--- src/hw/agp_pkg.sv ---
// package: register map, field positions, reset values and mux group size
package agp_pkg;
    localparam logic [3:0] CFG_ADDR = 4'h6;
    localparam logic [3:0] IRQ_STAT_ADDR = 4'h8;
    localparam logic [3:0] IRQ_CLR_ADDR = 4'h9;
    localparam logic [3:0] IRQ_EN_ADDR = 4'ha;
    localparam logic [3:0] SEQ_ADDR = 4'hb;
    localparam logic [15:0] CFG_RESET = 16'h0800;
    localparam logic [15:0] CFG_WMASK = 16'h3f00;
    localparam int UPPER_OE_BIT = 13;
    localparam int EXT_MUX_BIT = 12;
    localparam int SYNC_EN_BIT = 11;
    localparam int ERR_MODE_HI = 10;
    localparam int ERR_MODE_LO = 9;
    localparam int ERR_LEVEL_BIT = 8;
    localparam int SEQ_ALT_BIT = 15;
    localparam int SEQ_DLY_LO = 8;
    localparam logic [1:0] ERR_OFF = 2'h0;
    localparam logic [1:0] ERR_IN = 2'h1;
    localparam logic [1:0] ERR_OD = 2'h2;
    localparam logic [1:0] ERR_GPO = 2'h3;
    localparam int MUX_GROUP = 16;
    localparam int IRQ_GROUP_BIT = 0;
    localparam int IRQ_HOLD_BIT = 1;
    localparam int IRQ_ERR_BIT = 2;
    typedef enum logic [1:0] {AGP_IDLE, AGP_SETTLE, AGP_CONV, AGP_HOLD}
        agp_seq_e;
endpackage : agp_pkg

--- src/hw/agp_gpio_ctrl.sv ---
// general-purpose pin, mux select, sync and error pin control
// Operation
// - config at 0x06, resets to 0x0800
// - upper outputs driven when enabled or under mux control
// - mux control drives four pins as selects
// - per-channel input pair stays per channel
// - at most 16 channels per mux group
// - programmable settle delay after each switch
// - sync pin is input only when enabled
// - normal sync low holds converter in reset
// - alternate sync only with several channels
// - alternate sync low withholds next conversion
// - sync high releases withheld conversion
// - two-bit field selects error pin mode
// - mode 01: active-low error input
// - mode 10: open-drain error output
// - mode 11: output follows level bit
// - level bit drives or reads pin
`timescale 1ns/1ps
module agp_gpio_ctrl
    import agp_pkg::*;
#(
    parameter int CHAN_W = 4,
    parameter int DLY_W = 8,
    parameter int CONV_CYCLES = 16
) (
    // clocking
    input wire logic sys_clk,
    input wire logic reset,
    input wire logic clkEn,
    // register port
    input wire logic [3:0] regAddr,
    input wire logic [15:0] regWdata,
    input wire logic regWr,
    input wire logic regRd,
    output logic [15:0] regRdata,
    // sequencer side
    input wire logic [15:0] chanEnable,
    input wire logic [3:0] chanPair [16],
    input wire logic otherErrors,
    output logic [3:0] activePair,
    output logic convActive,
    output logic convReset,
    output logic groupDone,
    // pins
    input wire logic syncPin,
    input wire logic errPinIn,
    output logic errPinOut,
    output logic errPinOeN,
    output logic [1:0] ioPinOut,
    output logic [1:0] ioPinOeN,
    output logic outputPinTwo,
    output logic outputPinThree,
    output logic upperOeN,
    // interrupt
    output logic irq
);
    localparam int CNT_W = $clog2(CONV_CYCLES + 1);

    typedef struct packed {
        logic [15:0] cfg;
        logic altSyncSelect;
        logic [DLY_W-1:0] delay;
        logic [15:0] rdata;
        logic [2:0] irqStat;
        logic [2:0] irqEn;
        agp_seq_e state;
        logic [CHAN_W-1:0] chan;
        logic [CHAN_W-1:0] muxPos;
        logic [DLY_W-1:0] dlyCnt;
        logic [CNT_W-1:0] convCnt;
        logic [3:0] pair;
        logic active;
        logic rst;
        logic done;
        logic [3:0] sel;
        logic selOeN;
        logic upOeN;
        logic errOut;
        logic errOeN;
        logic irqOut;
    } agp_ctrl_s;

    agp_ctrl_s st_reg, st_next;
    logic syncSync;
    logic errSync;

    // pins enter through two flops; nothing else reads the first one
    agp_sync2 u_sync (
        .sysClk(sys_clk),
        .reset(reset),
        .clkEn(clkEn),
        .pinIn(syncPin),
        .pinOut(syncSync)
    );

    agp_sync2 u_err (
        .sysClk(sys_clk),
        .reset(reset),
        .clkEn(clkEn),
        .pinIn(errPinIn),
        .pinOut(errSync)
    );

    // ----------------------------------------------------------------
    // next-state logic
    // ----------------------------------------------------------------
    always_comb begin
        logic [1:0] errMode;
        logic syncOn;
        logic multiChan;
        logic altMode;
        logic errFlag;
        logic [CHAN_W-1:0] nextChan;
        logic found;
        logic [2:0] events;
        int k;
        errMode = st_reg.cfg[ERR_MODE_HI:ERR_MODE_LO];
        syncOn = st_reg.cfg[SYNC_EN_BIT];
        multiChan = ($countones(chanEnable) > 1);
        altMode = st_reg.altSyncSelect && multiChan;
        errFlag = otherErrors || ((errMode == ERR_IN) && !errSync);
        nextChan = st_reg.chan;
        found = 1'b0;
        events = '0;
        k = 0;
        st_next = st_reg;
        if (clkEn) begin
            // search the next enabled channel after the current one
            for (int i = 1; i <= 16; i++) begin
                k = (int'(st_reg.chan) + i) % 16;
                if (!found && chanEnable[k]) begin
                    found = 1'b1;
                    nextChan = CHAN_W'(k);
                end
            end
            // register writes
            if (regWr) begin
                case (regAddr)
                    CFG_ADDR: begin
                        st_next.cfg = (regWdata & CFG_WMASK) |
                            (st_reg.cfg & ~CFG_WMASK);
                    end
                    SEQ_ADDR: begin
                        // the alternate-sync flag owns the top bit, so the
                        // delay field stops one bit below it
                        st_next.altSyncSelect = regWdata[SEQ_ALT_BIT];
                        st_next.delay = DLY_W'(
                            regWdata[SEQ_ALT_BIT-1:SEQ_DLY_LO]);
                    end
                    IRQ_EN_ADDR: st_next.irqEn = regWdata[2:0];
                    default: ;
                endcase
            end
            // in input mode the level bit reflects the pin; the mode after
            // this cycle's write decides, so a write that leaves input mode
            // keeps the level bit it carries
            if (st_next.cfg[ERR_MODE_HI:ERR_MODE_LO] == ERR_IN) begin
                st_next.cfg[ERR_LEVEL_BIT] = errSync;
            end
            // register reads, data valid the next cycle only
            st_next.rdata = '0;
            if (regRd) begin
                case (regAddr)
                    CFG_ADDR: st_next.rdata = st_reg.cfg;
                    SEQ_ADDR: begin
                        st_next.rdata = 16'(st_reg.delay) << SEQ_DLY_LO;
                        st_next.rdata[SEQ_ALT_BIT] = st_reg.altSyncSelect;
                    end
                    IRQ_STAT_ADDR: st_next.rdata = {13'h0, st_reg.irqStat};
                    IRQ_EN_ADDR: st_next.rdata = {13'h0, st_reg.irqEn};
                    default: st_next.rdata = 16'h0;
                endcase
            end
            // sequencer tracking
            st_next.done = 1'b0;
            if (syncOn && !altMode && !syncSync) begin
                // normal sync: converter and filter held in reset
                st_next.state = AGP_IDLE;
                st_next.rst = 1'b1;
                st_next.active = 1'b0;
            end else begin
                st_next.rst = 1'b0;
                case (st_reg.state)
                    AGP_IDLE: begin
                        if (chanEnable != 16'h0) begin
                            st_next.state = AGP_SETTLE;
                            st_next.dlyCnt = st_reg.delay;
                        end
                    end
                    AGP_SETTLE: begin
                        // extra settling after each mux switch
                        if (st_reg.dlyCnt == '0) begin
                            st_next.state = AGP_CONV;
                            st_next.active = 1'b1;
                            st_next.convCnt = CNT_W'(CONV_CYCLES);
                            st_next.pair = chanPair[st_reg.chan];
                        end else begin
                            st_next.dlyCnt = st_reg.dlyCnt - 1'b1;
                        end
                    end
                    AGP_CONV: begin
                        if (st_reg.convCnt <= CNT_W'(1)) begin
                            st_next.active = 1'b0;
                            if (syncOn && altMode && !syncSync) begin
                                st_next.state = AGP_HOLD;
                                events[IRQ_HOLD_BIT] = 1'b1;
                            end else begin
                                st_next.state = AGP_SETTLE;
                                st_next.chan = nextChan;
                                st_next.dlyCnt = st_reg.delay;
                            end
                            if (st_reg.muxPos == CHAN_W'(MUX_GROUP - 1)) begin
                                // host must re-point the pair now
                                st_next.done = 1'b1;
                                events[IRQ_GROUP_BIT] = 1'b1;
                            end
                            // held: keep the position until release
                            if (!(syncOn && altMode && !syncSync)) begin
                                st_next.muxPos = st_reg.muxPos + 1'b1;
                            end
                        end else begin
                            st_next.convCnt = st_reg.convCnt - 1'b1;
                        end
                    end
                    AGP_HOLD: begin
                        if (!(syncOn && altMode) || syncSync) begin
                            st_next.state = AGP_SETTLE;
                            st_next.chan = nextChan;
                            st_next.muxPos = st_reg.muxPos + 1'b1;
                            st_next.dlyCnt = st_reg.delay;
                        end
                    end
                    default: st_next.state = AGP_IDLE;
                endcase
            end
            // nothing enabled: park so a later enable starts from settle
            if (chanEnable == 16'h0) begin
                st_next.state = AGP_IDLE;
                st_next.active = 1'b0;
            end
            // select lines follow mux position
            st_next.sel = 4'(st_next.muxPos);
            st_next.selOeN = !st_next.cfg[EXT_MUX_BIT];
            st_next.upOeN = !(st_next.cfg[UPPER_OE_BIT] ||
                st_next.cfg[EXT_MUX_BIT]);
            // error pin per mode
            case (st_next.cfg[ERR_MODE_HI:ERR_MODE_LO])
                ERR_OD: begin
                    // open drain: only ever pulls low
                    st_next.errOut = 1'b0;
                    st_next.errOeN = !errFlag;
                end
                ERR_GPO: begin
                    st_next.errOut = st_next.cfg[ERR_LEVEL_BIT];
                    st_next.errOeN = 1'b0;
                end
                default: begin
                    st_next.errOut = 1'b0;
                    st_next.errOeN = 1'b1;
                end
            endcase
            // interrupt status: set wins over clear
            events[IRQ_ERR_BIT] = errFlag;
            if (regWr && regAddr == IRQ_CLR_ADDR) begin
                st_next.irqStat = st_reg.irqStat & ~regWdata[2:0];
            end
            st_next.irqStat = st_next.irqStat | events;
            st_next.irqOut = |(st_next.irqStat & st_next.irqEn);
        end
        // reset comes last so it wins even while the clock enable is low
        if (reset) begin
            st_next = '0;
            st_next.cfg = CFG_RESET;
            st_next.state = AGP_IDLE;
            st_next.selOeN = 1'b1;
            st_next.upOeN = 1'b1;
            st_next.errOeN = 1'b1;
        end
    end

    always_ff @(posedge sys_clk) begin
        st_reg <= st_next;
    end

    // ----------------------------------------------------------------
    // outputs, all straight from the state register
    // ----------------------------------------------------------------
    assign regRdata = st_reg.rdata;
    assign activePair = st_reg.pair;
    assign convActive = st_reg.active;
    assign convReset = st_reg.rst;
    assign groupDone = st_reg.done;
    assign ioPinOut = st_reg.sel[1:0];
    assign ioPinOeN = {2{st_reg.selOeN}};
    assign outputPinTwo = st_reg.sel[2];
    assign outputPinThree = st_reg.sel[3];
    assign upperOeN = st_reg.upOeN;
    assign errPinOut = st_reg.errOut;
    assign errPinOeN = st_reg.errOeN;
    assign irq = st_reg.irqOut;
endmodule : agp_gpio_ctrl

--- src/hw/agp_sync2.sv ---
// two-flop synchroniser for pin inputs
`timescale 1ns/1ps
module agp_sync2 (
    // clocking
    input wire logic sysClk,
    input wire logic reset,
    input wire logic clkEn,
    // data
    input wire logic pinIn,
    output logic pinOut
);
    typedef struct packed {
        logic first;
        logic second;
    } agp_sync_s;
    agp_sync_s st_reg, st_next;

    always_comb begin
        st_next = st_reg;
        if (clkEn) begin
            st_next.first = pinIn;
            st_next.second = st_reg.first;
        end
        if (reset) begin
            st_next = '0;
        end
    end

    always_ff @(posedge sysClk) begin
        st_reg <= st_next;
    end

    assign pinOut = st_reg.second;
endmodule : agp_sync2

--- config.mk ---
export PLATFORM = sky130hd
export DESIGN_NAME = agp_gpio_ctrl
export DESIGN_NICKNAME = d
export VERILOG_FILES = /design/src/hw/agp_pkg.sv /design/src/hw/agp_gpio_ctrl.sv /design/src/hw/agp_sync2.sv
export SDC_FILE = /design/constraint.sdc
export NUM_CORES = 1
export LEC_CHECK = 0
export ABC_AREA = 1
export BUFFER_PORTS_ARGS = -buffer_cell sky130_fd_sc_hd__buf_4
export CORE_MARGIN = 10
export CORE_UTILIZATION = 50
export CTS_CLUSTER_DIAMETER = 120
export DETAILED_ROUTE_END_ITERATION = 7
export PLACE_DENSITY_LB_ADDON = 0.05
export SLEW_MARGIN = 15
export SYNTH_ARGS = -nofsm -noshare
export SYNTH_HDL_FRONTEND = slang
export SYNTH_HIERARCHICAL = 1
export SYNTH_SLANG_ARGS = --single-unit
--- constraint.sdc ---
create_clock -name sys_clk -period 4.8 [get_ports sys_clk]
set_clock_uncertainty 0.1 [all_clocks]
set_input_delay 0.24 -clock sys_clk [delete_from_list [all_inputs] [get_ports sys_clk]]
set_output_delay 0.24 -clock sys_clk [all_outputs]
set_load 0.01 [all_outputs]
---- Word-level counts from Yosys, hierarchy flattened ----
Index checks and enable logic that the tools add are counted.
storage, ports and cells
  register bits after elaboration ......... 86
  output and inout bits ................... 33
  logic and storage cells ................. 350
cells by class
  $add $sub $neg .......................... 34
  order comparisons ....................... 19
  eq/ne operators ......................... 27
  multiplexer cells ....................... 143
  bitwise gates (word level) .............. 23
  reductions and logical operators ........ 79
operators with widths
  operator                                            number
  < comparator 5 x 6 -> 1 bit, second input constant  16
  two-way mux 4 bit                                   21
  two-way mux 1 bit                                   70
  binary-select mux 1 bit (select 4 bit)              16
  one-hot mux 16 bit (4 select lines)                 1
  OR reduction 4 bit                                  16
  two-way mux 25 bit                                  2
  two-way mux 18 bit                                  2
  adder 4 bit, second input constant                  8
  two-way mux 16 bit                                  2
  one-hot mux 8 bit (4 select lines)                  1
  two-way mux 8 bit                                   3
  logical AND 1 bit                                   22
  zero test 1 bit                                     22
  two-way mux 21 bit                                  1
  == test 4 bit, second input constant                5
  two-way mux 2 bit                                   10
  adder 1 x 1 -> 2 bit                                8
  adder 4 x 3 -> 4 bit, second input constant         4
  AND 1 bit, first input constant                     16
  binary-select mux 4 bit (select 4 bit)              1
  zero test 16 bit                                    1
  != test 4 bit, second input constant                4
  OR 14 x 16 -> 16 bit                                1
  41 further kinds                                    72

---- Depth between registers and ports, before layout ----
  depth after elaboration ................. 72
  gate-level depth with buffers ........... 29

---- By module ----
Netlist, hierarchy kept.
by module, submodules not included
  module         instances  cells each  area each (um^2)  sequential area each (um^2)
  agp_gpio_ctrl  1          1030        6134.6            1321.3
  agp_sync2      2          13          83.8              40.0

---- Worst setup path after synthesis ----
OpenSTA, ideal clock, no wires.
  kind .................................... input to register
  start point ............................. input port chanEnable[0]
  end point ............................... register st_reg[26] (netlist bit)
  data arrival time ....................... 4160 ps
  slack ................................... 418 ps
  cell stages on the path ................. 20
  path buffers ............................ 0
  cell sequence ........................... inv_1 fa_1 fa_1 fa_1 fa_1 inv_1 ha_1 inv_1 fa_1 a211o_1 nand2_1 o2111ai_1 nand3_1 o211ai_1 nor2_1 nand2_1 inv_1 o21ai_0 o21ai_0 a21oi_1
between the ends
  longest elaborated chain between the ends .. 11
  elaborated cells between the ends (all ways) .. 19
  those cells by class .................... add/sub (4); order compare (1); eq/ne (3); bitwise (1); reduce/logical (10)
RTL lines
  item                                                          RTL line                                                          source
  start: declaration                                            agp_gpio_ctrl.sv:38                                               input wire logic [15:0] chanEnable,
  adder 1 x 1 -> 2 bit (not written as such)                    agp_gpio_ctrl.sv:120                                              multiChan = ($countones(chanEnable) > 1);
  adder 2 x 2 -> 3 bit (not written as such)                    agp_gpio_ctrl.sv:120
  adder 3 x 3 -> 4 bit (not written as such)                    agp_gpio_ctrl.sv:120
  adder 4 x 4 -> 5 bit (not written as such)                    agp_gpio_ctrl.sv:120
  greater-than comparator 5 x 1 -> 1 bit                        agp_gpio_ctrl.sv:120
  logical AND 1 bit                                             agp_gpio_ctrl.sv:121                                              altMode = st_reg.altSyncSelect && multiChan;
  logical AND 1 bit / zero test 1 bit (equally long branches)   agp_gpio_ctrl.sv:205, agp_gpio_ctrl.sv:227, agp_gpio_ctrl.sv:177
  zero test 1 bit / logical AND 1 bit (equally long branches)   agp_gpio_ctrl.sv:227, agp_gpio_ctrl.sv:177
  logical OR 1 bit / logical AND 1 bit (equally long branches)  agp_gpio_ctrl.sv:227, agp_gpio_ctrl.sv:177
  != test 2 bit (no line) / NOT 1 bit (equally long branches)   --
  AND reduction 7 bit (no line) (*)                             --
  end signal: assignment                                        agp_gpio_ctrl.sv:283                                              st_reg <= st_next;
  end: declaration                                              agp_gpio_ctrl.sv:84                                               agp_ctrl_s st_reg, st_next;
Mark *: on every way between the ends. The rest lies on a longest branch, timed or not.
A chain may end at the register's enable or synchronous reset.

---- Worst setup path in the final report ----
  start point ............................. input port chanEnable[0]
  end point ............................... register st_reg[22] (netlist bit)
Same word-level chain as after synthesis.

==> metrics.md <==
| Metric | Value |
|---|---|
| Worst setup SP type | `input pin` |
| Post-CTS sizing | `0` |
| Critical path required time | `roughly 4.9 ns` |
| Clock latency on the worst-skew pair | `0.34 ns` |
| Vias in the first global route | `6647` |
| Min Tclk post-route | `~4.4 ns` |
| Via count | `7047` |
| Post-Synthesis Cells | `1056` |
| H-tree depth | `3` |
| Reg power frac | `about a third` |
| Max Slew Vio Count | `0` |
| Delay-heaviest family, CP | `adder cells` |
| Commonest register cell after synthesis | `dfxtp_1` |
| Setup CP Type | `input pin to flip-flop` |
| WL per Instance | `about 15 um` |
| Die Ht | `approximately 130 um` |
| First-pass GRT wire length | `32000 um` |
| Cells along the critical path | `buf_4 > inv_1 > fa_1 > fa_1 > fa_1 > fa_1 > inv_1 > ha_1 > inv_1 > fa_1 > a211o_1 > nand2_1 > o2111ai_2 > nand2_1 > nand2_1 > inv_1 > a211oi_1 > nand2_1 > inv_1 > buf_4 > o21ai_0 > a21oi_1` |
| Hold Vio Cnt, Final | `0` |
| Nets@finish | `1292` |
| Initial antenna violation count | `0` |
| Cell row count | `40` |
| Setup violators final | `0` |
| Max reg flops | `39` |
| Pin count of the biggest net entering global routing | `56` |
| Post-route ant nets | `0` |
| CTS tree | `built` |
| Maxcap violations | `0` |
| Min-Delay Path Class | `input pin to flip-flop` |
| Synthesis Warnings | `6` |
| Core box area | `12200 um2` |
| Yosys cell types | `45` |
| CTS Root Cell | `clkbuf_16` |
| Clock power frac | `36.9%` |
| Final std cells w/o fill | `between 1000 and 1500` |
| Area Growth Syn to Fin | `19.8%` |
| Worst slew pin tran | `just under 0.8 ns` |
| CTS Buf Count | `9` |
| Pre-antenna DRT Iters | `6` |
| Core Util, Final | `between 60% and 70%` |
| Post-CTS Hold Fix Bufs | `0` |
| Post-route DRC | `0` |
| Placed insts | `1309` |
| Top Ports | `141` |
| Outcome | `finished, final reports clean` |
| Final worst path period share | `92.4%` |
| Leak | `around 3.7 nW` |
| Dpl hpwl | `15300 um` |
| Setup slack, reg-to-reg | `0.90 ns` |
| Drt via density | `5.32` |
| CP max FO | `8` |
| Peak Freq | `about 0.23 GHz` |
| CP max stage cell | `fa_1` |
| CP Buf/Inv Count | `7` |
| Reg2reg start | `st_reg[35]` |
| Postcts setup bufs | `0` |
| Combinational share of power | `between 20% and 30%` |
| Worst-path clk slew | `0.06 ns` |
| CP endpoint kind | `flip-flop` |
| Relative slew slack | `between 40% and 50%` |
| Cell area after synthesis | `between 6000 and 7000 um2` |
| DRT iter0 DRCs | `647` |
| Post-synth EDFFs | `0` |
| RD Place Congestion | `0.965` |
| VDD IR max | `0.000166 V` |
| Input/output buffers | `130` |
| Mean post-synth cell area | `~6.0 um2` |
| Layout cells sized above 1 | `15.8%` |
| Net Sw Frac | `roughly a third` |
| Total Power | `0.00182 W` |
| Unrepaired setup endpoints after global routing | `false` |
| HP Start | `regWdata[11]` |
| Ant diodes | `0` |
| Drt total wl | `19500 um` |
| Die extent in x | `132 um` |
| Sequential-to-total area share from yosys stat | `22.2%` |
| Yosys reg bits | `70` |
| Initial Utilization | `51.8%` |
| P_sw | `0.000598 W` |
| Total track usage | `21.6%` |
| Worst Setup SP | `chanEnable[0]` |
| FFs w/ async S/R, synth | `0%` |
| Clock Path Buffers | `2` |
| WP data arrival | `~4.6 ns` |
| Die area | `17500 um2` |
| Clock sink count | `70` |
| Power Density | `approximately 240 nW/um2` |
| Total grt overflow | `0` |
| Crit-path max cell delay | `0.56 ns` |
| Power Internal | `0.00122 W` |
## power groups by stage
stage	sequential (W)	clock, W	combinational, W
final	0.000614	0.000672	0.000533
after global routing	0.000616	0.000704	0.000606
after CTS	0.000613	0.000681	0.000515
after detailed placement	0.000626	0	0.000513
after global placement	0.000626	0	0.000507
after floorplan	0.000623	0	0.000341
## final timing paths
kind,end,depth (start not counted)
worst max register to register,st_reg[34],19
worst min-delay path,st_reg[81],3
worst max-delay path,st_reg[22],22
worst min register to register,activePair[1],2
## per-stage QoR
stage / setup TNS (ns) / hold WS, ns / instance area, um2 / setup WS, ns
floorplan: 0 / 0.266 / 6320 / 0.418
detailed placement: -0.813 / 0.351 / 7240 / -0.122
global route: 0 / 0.0439 / 7550 / 0.0214
global placement: -0.0452 / 0.346 / 7240 / -0.0276
CTS: 0 / 0.0328 / 7540 / 0.244
finish: 0 / 0.0416 / 7550 / 0.366
## placed cells by master (no fill, tap or decap), drive strengths merged, types with 5 or more instances in the layout
cell and instances:
a21oi 53, nand3 127, dfxtp 70, nor3 10, nand4 17, clkbuf 9
o21ai 94, a31oi 8, conb 5, buf 141, nor2 124, ha 22
o22ai 24, clkinv 8, xor2 6, a211oi 9, inv 147, nand2 245
nor4 5, fa 10
## cell families after synthesis
group,count (synthesis),synth area share (%)
AOI/OAI and AO/OA,203,17.8
xor gates and xnor gates,7,1.09
adders and majority gates,32,7.54
buffers and inverters,210,14.5
DFF,70,22.2
other,1,0.0595
and+or+nand+nor,533,36.8
## worst reg2reg max path: stages (launching register included)
cell and delay, ns:
dfxtp_1 0.66, inv_2 0.28, ha_1 0.57, inv_1 0.23, nand3_1 0.16, nand3_1 0.10, nand2_2 0.16, nand4_2 0.13
nor2_4 0.16, nand4_1 0.09, nor2_1 0.20, nand3_1 0.17, nor2_2 0.24, inv_1 0.12, nand3_1 0.10, nor2_1 0.04
nor2_1 0.10, nor2_1 0.05, nor2_1 0.08, nor2_1 0.05
## synth_stat cells, types with 2 or more instances
| cell | number | area, um2 |
|---|---|---|
| buf_2 | 6 | 30.0 |
| clkbuf_1 | 22 | 82.6 |
| o22ai_1 | 24 | 150 |
| xor2_1 | 5 | 43.8 |
| o31ai_1 | 3 | 22.5 |
| nor2_4 | 3 | 33.8 |
| nor2_2 | 6 | 37.5 |
| o211ai_1 | 4 | 30.0 |
| nand4_2 | 2 | 25.0 |
| a221oi_1 | 2 | 17.5 |
| ha_1 | 22 | 275 |
| o21ai_0 | 91 | 455 |
| a21oi_1 | 53 | 265 |
| clkinv_1 | 4 | 15.0 |
| a31oi_1 | 8 | 50.1 |
| buf_1 | 4 | 15.0 |
| inv_1 | 141 | 529 |
| o21ai_1 | 3 | 15.0 |
| nor3_1 | 10 | 50.1 |
| dfxtp_1 | 70 | 1400 |
| nor4_1 | 5 | 31.3 |
| buf_6 | 2 | 22.5 |
| nand2_2 | 4 | 25.0 |
| a211oi_1 | 9 | 67.6 |
| nor2_1 | 115 | 432 |
| nand3b_1 | 3 | 22.5 |
| nand3_1 | 126 | 631 |
| buf_4 | 26 | 195 |
| nand2_1 | 241 | 905 |
| nand4_1 | 15 | 93.8 |
| inv_2 | 4 | 15.0 |
| fa_1 | 10 | 200 |
## metal layers
metal  part of all wire [%]  global-route usage [%]  up-vias
li1                       -                       -     3627
met1                     46                    29.6     3111
met2                     42                    32.2      290
met3                     11                    7.20       19
met4                   0.86                    3.85        0
met5                      0                       0        -
## final cells by class
type | instances | area [um2]
clock inverter | 7 | 73.8
multi-input combinational | 780 | 4020
sequential | 70 | 1400
tap | 168 | 210
clock buffer | 9 | 225
timing repair buffer | 141 | 1060
inverter | 150 | 566
fill | 1230 | 4610
No activity file was read; power rests on OpenSTA's default activity.
